File: config.mk
export PLATFORM = sky130hd
export DESIGN_NAME = pmr_regs
export DESIGN_NICKNAME = d
export VERILOG_FILES = /design/src/verilog/pmr_addr_step.v /design/src/verilog/pmr_regs.v
export VERILOG_INCLUDE_DIRS = /design/src /design/src/verilog
export SDC_FILE = /design/constraint.sdc
export NUM_CORES = 1
export LEC_CHECK = 0
export CORE_ASPECT_RATIO = 2
export CORE_MARGIN = 2
export CORE_UTILIZATION = 55
export DETAILED_ROUTE_END_ITERATION = 8
export DONT_BUFFER_PORTS = 1
export HOLD_SLACK_MARGIN = 0.08
export PLACE_DENSITY = 0.81
export SYNTH_ARGS = -nofsm -noshare
export SYNTH_HDL_FRONTEND = slang
export SYNTH_HIERARCHICAL = 1
export SYNTH_SLANG_ARGS = --single-unit
File: constraint.sdc
create_clock -name aclk -period 3.49 [get_ports aclk]
set_clock_uncertainty 0.1 [all_clocks]
set_input_delay 0 -clock aclk [delete_from_list [all_inputs] [get_ports aclk]]
set_output_delay 0 -clock aclk [all_outputs]
set_load 0.03 [all_outputs]
File: src/verilog/pmr_defs.vh
// register offsets, field positions and reset values of the master address and enable bank
`ifndef PMR_DEFS_VH
`define PMR_DEFS_VH
`define PMR_OFF_IRQ_ENABLE    4'h0
`define PMR_OFF_LOCAL_ADDR    4'h4
`define PMR_OFF_PCI_ADDR      4'h8
`define PMR_OFF_IRQ_STATUS    4'hc
`define PMR_IEN_WIDTH         6
`define PMR_IEN_RESET         6'h08
`define PMR_BIT_WAKE_FALL     5
`define PMR_BIT_WAKE_RISE     4
`define PMR_BIT_HOST_REQ      3
`define PMR_BIT_MASTER_ABORT  2
`define PMR_BIT_TARGET_ABORT  1
`define PMR_BIT_POWER_STATE   0
`define PMR_BIT_STEP_HOLD     1
`define PMR_WRAP_BITS         24
`define PMR_RESP_OKAY         2'b00
`define PMR_RESP_SLVERR       2'b10
`endif

File: src/verilog/pmr_addr_step.v
// next local word address for one transfer step, wrapping inside the 16m-byte window
`timescale 1ns/100ps
`default_nettype none
`include "pmr_defs.vh"
module pmr_addr_step
(
   input  wire [29:0] word_addr,
   input  wire        step_hold,
   output wire [29:0] next_addr
);
   // 24 byte-address bits are 22 word-address bits
   localparam integer LOW_W = `PMR_WRAP_BITS - 2;
   wire [LOW_W-1:0] low_inc;
   assign low_inc   = word_addr[LOW_W-1:0] + {{(LOW_W-1){1'b0}}, 1'b1};
   // carry out of the low field is dropped on purpose
   assign next_addr = step_hold ? word_addr
                                : {word_addr[29:LOW_W], low_inc};
endmodule
`default_nettype wire

File: src/verilog/pmr_regs.v
// master address registers and low interrupt enables behind an axi4-lite slave
`timescale 1ns/100ps
`default_nettype none
`include "pmr_defs.vh"
module pmr_regs
#(
   parameter HAS_STEP_HOLD = 1
)
(
   input  wire        aclk,
   input  wire        aresetn,
   input  wire        warm_resetn,
   input  wire [3:0]  s_axi_awaddr,
   input  wire        s_axi_awvalid,
   output wire        s_axi_awready,
   input  wire [31:0] s_axi_wdata,
   input  wire [3:0]  s_axi_wstrb,
   input  wire        s_axi_wvalid,
   output wire        s_axi_wready,
   output wire [1:0]  s_axi_bresp,
   output wire        s_axi_bvalid,
   input  wire        s_axi_bready,
   input  wire [3:0]  s_axi_araddr,
   input  wire        s_axi_arvalid,
   output wire        s_axi_arready,
   output wire [31:0] s_axi_rdata,
   output wire [1:0]  s_axi_rresp,
   output wire        s_axi_rvalid,
   input  wire        s_axi_rready,
   input  wire        power_wakeup_pin,
   input  wire        host_request_evt,
   input  wire        master_abort_evt,
   input  wire        target_abort_evt,
   input  wire        power_state_evt,
   input  wire        xfer_step,
   output wire [29:0] local_word_addr,
   output wire        local_step_hold,
   output wire [29:0] pci_word_addr,
   output wire        irq
);
   localparam IW = `PMR_IEN_WIDTH;

   reg        awready_reg;
   reg        wready_reg;
   reg        bvalid_reg;
   reg [1:0]  bresp_reg;
   reg        arready_reg;
   reg        rvalid_reg;
   reg [31:0] rdata_reg;
   reg [1:0]  rresp_reg;
   reg [3:0]  awaddr_reg;
   reg        aw_have_reg;
   reg [31:0] wdata_reg;
   reg [3:0]  wstrb_reg;
   reg        w_have_reg;
   reg [IW-1:0] ien_reg;
   reg [IW-1:0] status_reg;
   reg [29:0] laddr_reg;
   reg        lhold_reg;
   reg [29:0] paddr_reg;
   reg        irq_reg;
   reg        wake_s1_reg;
   reg        wake_s2_reg;
   reg        wake_s3_reg;

   wire        soft_reset;
   wire        aw_fire;
   wire        w_fire;
   wire        do_write;
   wire [3:0]  wr_addr;
   wire [31:0] wr_data;
   wire [3:0]  wr_strb;
   wire        ar_fire;
   wire        status_rd;
   wire [IW-1:0] events;
   wire [29:0] laddr_step;
   reg  [31:0] rd_word;
   reg         rd_hit;
   reg  [31:0] cur_word;
   wire [31:0] merged;

   // hardware and warm reset clear the same state, apart from the wakeup synchroniser, which only aresetn clears
   assign soft_reset = !aresetn || !warm_resetn;

   assign aw_fire  = s_axi_awvalid && awready_reg;
   assign w_fire   = s_axi_wvalid && wready_reg;
   assign wr_addr  = aw_have_reg ? awaddr_reg : s_axi_awaddr;
   assign wr_data  = w_have_reg ? wdata_reg : s_axi_wdata;
   assign wr_strb  = w_have_reg ? wstrb_reg : s_axi_wstrb;
   assign do_write = (aw_have_reg || aw_fire) && (w_have_reg || w_fire) && !bvalid_reg;
   assign ar_fire  = s_axi_arvalid && arready_reg;
   assign status_rd = ar_fire && (s_axi_araddr == `PMR_OFF_IRQ_STATUS);

   // wakeup pin is asynchronous; s1 feeds only s2
   always @(posedge aclk)
   begin
      if (!aresetn)
      begin
         wake_s1_reg <= 1'b0;
         wake_s2_reg <= 1'b0;
         wake_s3_reg <= 1'b0;
      end
      else
      begin
         wake_s1_reg <= power_wakeup_pin;
         wake_s2_reg <= wake_s1_reg;
         wake_s3_reg <= wake_s2_reg;
      end
   end

   assign events[`PMR_BIT_WAKE_FALL]    = wake_s3_reg && !wake_s2_reg;
   assign events[`PMR_BIT_WAKE_RISE]    = !wake_s3_reg && wake_s2_reg;
   assign events[`PMR_BIT_HOST_REQ]     = host_request_evt;
   assign events[`PMR_BIT_MASTER_ABORT] = master_abort_evt;
   assign events[`PMR_BIT_TARGET_ABORT] = target_abort_evt;
   assign events[`PMR_BIT_POWER_STATE]  = power_state_evt;

   // current value of the addressed register, the base for a partial write
   always @*
   begin
      case (wr_addr)
         `PMR_OFF_IRQ_ENABLE: cur_word = {{(32-IW){1'b0}}, ien_reg};
         `PMR_OFF_LOCAL_ADDR: cur_word = {laddr_reg, lhold_reg, 1'b0};
         `PMR_OFF_PCI_ADDR:   cur_word = {paddr_reg, 2'b00};
         default:             cur_word = 32'h0000_0000;
      endcase
   end

   // byte-lane merge: lanes without a strobe keep the stored value
   genvar gi;
   generate
      for (gi = 0; gi < 4; gi = gi + 1)
      begin : g_lane
         assign merged[8*gi+7:8*gi] = wr_strb[gi] ? wr_data[8*gi+7:8*gi]
                                                  : cur_word[8*gi+7:8*gi];
      end
   endgenerate

   pmr_addr_step u_step
   (
      .word_addr (laddr_reg),
      .step_hold (lhold_reg),
      .next_addr (laddr_step)
   );

   // write address channel: held until the data half arrives
   always @(posedge aclk)
   begin
      if (soft_reset)
      begin
         awready_reg <= 1'b1;
         aw_have_reg <= 1'b0;
         awaddr_reg  <= 4'h0;
      end
      else if (do_write)
      begin
         aw_have_reg <= 1'b0;
         awready_reg <= 1'b0;
      end
      else if (aw_fire)
      begin
         aw_have_reg <= 1'b1;
         awaddr_reg  <= s_axi_awaddr;
         awready_reg <= 1'b0;
      end
      else if (bvalid_reg && s_axi_bready)
      begin
         awready_reg <= 1'b1;
      end
   end

   // write data channel: held until the address half arrives
   always @(posedge aclk)
   begin
      if (soft_reset)
      begin
         wready_reg  <= 1'b1;
         w_have_reg  <= 1'b0;
         wdata_reg   <= 32'h0000_0000;
         wstrb_reg   <= 4'h0;
      end
      else if (do_write)
      begin
         w_have_reg  <= 1'b0;
         wready_reg  <= 1'b0;
      end
      else if (w_fire)
      begin
         w_have_reg  <= 1'b1;
         wdata_reg   <= s_axi_wdata;
         wstrb_reg   <= s_axi_wstrb;
         wready_reg  <= 1'b0;
      end
      else if (bvalid_reg && s_axi_bready)
      begin
         wready_reg  <= 1'b1;
      end
   end

   // write response; all mapped offsets are word aligned, so low bits mark a miss
   always @(posedge aclk)
   begin
      if (soft_reset)
      begin
         bvalid_reg  <= 1'b0;
         bresp_reg   <= `PMR_RESP_OKAY;
      end
      else if (do_write)
      begin
         bvalid_reg  <= 1'b1;
         bresp_reg   <= (wr_addr[1:0] == 2'b00) ? `PMR_RESP_OKAY : `PMR_RESP_SLVERR;
      end
      else if (bvalid_reg && s_axi_bready)
      begin
         bvalid_reg  <= 1'b0;
      end
   end

   // interrupt enables
   always @(posedge aclk)
   begin
      if (soft_reset)
      begin
         ien_reg     <= `PMR_IEN_RESET;
      end
      else if (do_write && (wr_addr == `PMR_OFF_IRQ_ENABLE))
      begin
         ien_reg     <= merged[IW-1:0];
      end
   end

   // local address: a bus write in the same cycle beats a transfer step
   always @(posedge aclk)
   begin
      if (soft_reset)
      begin
         laddr_reg   <= 30'h0000_0000;
         lhold_reg   <= 1'b0;
      end
      else if (do_write && (wr_addr == `PMR_OFF_LOCAL_ADDR))
      begin
         // bit 0 is dropped here
         laddr_reg   <= merged[31:2];
         lhold_reg   <= (HAS_STEP_HOLD != 0) ? merged[`PMR_BIT_STEP_HOLD] : 1'b0;
      end
      else if (xfer_step)
      begin
         laddr_reg   <= laddr_step;
      end
   end

   // pci side address
   always @(posedge aclk)
   begin
      if (soft_reset)
      begin
         paddr_reg   <= 30'h0000_0000;
      end
      else if (do_write && (wr_addr == `PMR_OFF_PCI_ADDR))
      begin
         paddr_reg   <= merged[31:2];
      end
   end

   // read data mux
   always @*
   begin
      rd_hit  = 1'b1;
      rd_word = 32'h0000_0000;
      case (s_axi_araddr)
         `PMR_OFF_IRQ_ENABLE: rd_word = {{(32-IW){1'b0}}, ien_reg};
         `PMR_OFF_LOCAL_ADDR: rd_word = {laddr_reg, lhold_reg, 1'b0};
         `PMR_OFF_PCI_ADDR:   rd_word = {paddr_reg, 2'b00};
         `PMR_OFF_IRQ_STATUS: rd_word = {{(32-IW){1'b0}}, status_reg};
         default:             rd_hit  = 1'b0;
      endcase
   end

   always @(posedge aclk)
   begin
      if (soft_reset)
      begin
         arready_reg <= 1'b1;
         rvalid_reg  <= 1'b0;
         rdata_reg   <= 32'h0000_0000;
         rresp_reg   <= `PMR_RESP_OKAY;
      end
      else
      begin
         if (ar_fire)
         begin
            arready_reg <= 1'b0;
            rvalid_reg  <= 1'b1;
            rdata_reg   <= rd_word;
            rresp_reg   <= rd_hit ? `PMR_RESP_OKAY : `PMR_RESP_SLVERR;
         end
         else if (rvalid_reg && s_axi_rready)
         begin
            rvalid_reg  <= 1'b0;
            arready_reg <= 1'b1;
         end
      end
   end

   // sticky status: read clears, a new event in the same cycle survives
   always @(posedge aclk)
   begin
      if (soft_reset)
      begin
         status_reg <= {IW{1'b0}};
         irq_reg    <= 1'b0;
      end
      else
      begin
         // enable does not gate capture, so masking keeps the flag
         status_reg <= (status_rd ? {IW{1'b0}} : status_reg) | events;
         irq_reg    <= |(status_reg & ien_reg);
      end
   end

   assign s_axi_awready   = awready_reg;
   assign s_axi_wready    = wready_reg;
   assign s_axi_bvalid    = bvalid_reg;
   assign s_axi_bresp     = bresp_reg;
   assign s_axi_arready   = arready_reg;
   assign s_axi_rvalid    = rvalid_reg;
   assign s_axi_rdata     = rdata_reg;
   assign s_axi_rresp     = rresp_reg;
   assign local_word_addr = laddr_reg;
   assign local_step_hold = lhold_reg;
   assign pci_word_addr   = paddr_reg;
   assign irq             = irq_reg;
endmodule
`default_nettype wire

==> impl_results.md <==
- DRC viols: 0
- Crit-path most repeated cell: dlygate4sd3_1
- Cell row count: 61
- Clock sinks: 158
- Vias in the first global route: ~7400
- Net count, final: 1057
- FMAX: 321 MHz
- Routed WL per cell: 22.1 µm
- Part of the cycle the worst path needs: between 80% and 90%
- Outcome: complete, no violations
- Register-to-Register Path Depth: 8
- Pre-CTS setup slack: 0.887 ns
- Congestion Overflow GR: 0
- Area share of the largest cell type after synthesis: approximately two fifths
- Final Cell Area: 9490 µm²
- Total placed cells including tap cells: 1058
- Multi-input gate area: 4250 µm²
- Global-route wire length before repair: a little under 40 mm
- Placer Congestion: around 0.97
- Vias: ~7600
- Reg-to-reg critical path startpoint: s_axi_arready$_SDFFE_PP1P_
- Critical Path AT: 3.29 ns
- TritonCTS clock tree: yes
- DRT Pass-1 Iters: 5
- Crit Path Class: register to register
- Synth cell count leaders: 158 x dfxtp_1, 145 x a21oi_1, 107 x nor2_1
- Final worst slack: 0.375 ns
- Syn Inst Count: 926
- Final hold vios: 0
- Root buf cell: clkbuf_16
- Max-cap check violation count: 0
- Die Y: between 150 and 200 µm
- Setup bufs post-CTS: 0
- FF-to-FF setup slack: 0.38 ns
- Port bufs: 0
- Yosys reg bits: 158
- Area grow syn2layout: 22.5%
- Worst IR Drop VDD: about 0.38 mV
- Largest net degree at the start of global routing: 58
- Overall routed net length: between 20 and 30 mm
- Global Route Usage Sum: 34.9%
- CP startpoint: s_axi_arready$_SDFFE_PP1P_
- Slowest CP cell: dlygate4sd3_1
- Initial antenna violation count: 0
- Worst path cell trace: nand2_1 > buf_4 > nor3_1 > dlygate4sd3_1 > nand3_1 > a21oi_1 > dlygate4sd3_1 > nor2_1
- Dominant cells by area after synthesis: dfxtp_1 41%, a21oi_1 9.4%, nor2_1 5.2%, mux2_2 5.1%, mux2i_1 5.0%
- R2R Path End: status_reg[2]$_SDFF_PP0_
- FFs w/ async S/R, synth: 0%
- Clk_lat worst skew: 0.44 ns
- Post-CTS Resized: 0
- Top Ports: 161
- RSZ-0062 raised after global routing: no
- Setup crit end: status_reg[2]$_SDFF_PP0_
- Leakage: 3.35 nW
- CTS max path bufs: 2
- Max incr delay on CP: 0.65 ns
- Power Density: around 440 nW/µm²
- Non-Filler Instances: 1200
- Most frequent cell after synthesis: dfxtp_1
- Post-DP HPWL: 16.6 mm
- Synth Warn #: 6
- Post-Syn Area: about 7800 µm²
- CTS Buf Count: 17
- Fin Setup TNS: 0 ns
- Relative slew margins: about a quarter
- CORE AREA: 13800 µm²
- CP Capture Type: register
- Post-DRT Antenna Nets: 0
- Post-route core utilization: 68.7%
- Drt initial violations: 588
- Count of final setup violators: 0
- Post-synth top area cell: dfxtp_1
- Placement Cell Area: 7810 µm²
- Sequential cell area: 3160 µm²
- Fill cell count: 1031
- Mean post-synth cell area: 8.37 µm²
- Ant. Diodes: 0
- Crit start category: register
- Max Transition Viols Final: 0
- Worst slew pin tran: 1.12 ns
- Vias per Instance: 6.31
- Share of layout cells above drive strength 1: between 10% and 20%
- Register area share after synthesis: 40.8%
- Hold Buf Count CTS: 110
- Clock-pin slew on the worst setup and hold paths: 0.07 ns
- Worst endpoint required time: 3.67 ns
- Fin crit period: 3.11 ns
- Most used DFF post-synth: dfxtp_1
- Hold crit path type: input port to register
- Initial core utilization: 56.1%
- Synth cell types: 60
- EDFF count, synth: 0
- CP Max Fanout: 35
- H-tree levels: 4
- Die Span X: 88.0 µm
- Die area: 15100 µm²
kinds of logic after synthesis:
group           synth area share [%]
simple gates                    16.8
fa+ha+maj                      0.161
flops                           40.8
compound gates                  24.2
xor+xnor                        2.37
other cells                   0.0484
buf+inv                         4.86
mux                             10.8
critical path: cells and delay by family (launching register included):
family                 cells  cell delay (ns)
buffers and inverters      3             1.50
and+or+nand+nor            4             0.60
DFF                        1             0.54
AOI/OAI and AO/OA          1             0.22
per-stage QoR:
| stage | total power [W] | hold slack, ns |
|---|---|---|
| after CTS | 0.00411 | 0.0858 |
| after detailed placement | 0.00222 | 0.0266 |
| after global placement | 0.00221 | 0.0200 |
| final | 0.00414 | 0.106 |
| after global routing | 0.00425 | 0.110 |
| after floorplan | 0.00214 | 0.0174 |
layout make-up:
cell class | instances | share of cell area [%]
Clock buffer | 17 | 4.48
Multi-Input combinational cell | 688 | 44.7
Tap cell | 189 | 2.49
Clock inverter | 15 | 1.56
Timing Repair Buffer | 130 | 13.3
Inverter | 3 | 0.119
Sequential cell | 158 | 33.3
how the worst min path moves through the flow:
stage,start,to,slack [ns],depth (start not counted)
2_1_floorplan,power_state_evt,status_reg[0]$_SDFF_PP0_,0.02,2
3_3_place_gp,power_state_evt,status_reg[0]$_SDFF_PP0_,0.02,2
3_5_place_dp,aresetn,wake_s1_reg$_SDFF_PN0_,0.03,1
4_1_cts,s_axi_wdata[3],local_word_addr[1]$_SDFFE_PP0P_,0.09,4
5_1_grt,s_axi_wdata[3],local_word_addr[1]$_SDFFE_PP0P_,0.11,4
6_report,s_axi_wstrb[1],pci_word_addr[7]$_SDFFE_PP0P_,0.11,5
report_power, final:
group          total (W)  internal, W  switching [W]
clock            0.00181     0.000950       0.000862
combinational   0.000448     0.000187       0.000261
sequential       0.00188      0.00183      0.0000481
layout by cell type, fill, tap and decap left out, types with 12 or more instances in the layout:
cell           synthesis  layout
dfxtp_1              158     157
a21oi_1              145     145
dlygate4sd3_1          0     109
nor2_1               107     106
nand2_1               97      96
o21ai_0               69      69
a22oi_1               52      52
mux2i_1               39      39
mux2_2                35      35
buf_4                 10      20
clkbuf_16              0      17
o22a_1                16      16
xnor2_1               13      13
nand3_1               12      12
routing by layer:
metal	vias to the layer above	wire length, µm	global-route usage [%]
li1	3449	-	-
met2	344	13400	58.5
met3	128	1880	10.3
met4	0	2710	32.2
met5	-	0	0
met1	3656	8570	33.0
Note: power is estimated with default switching activity, not from simulation.
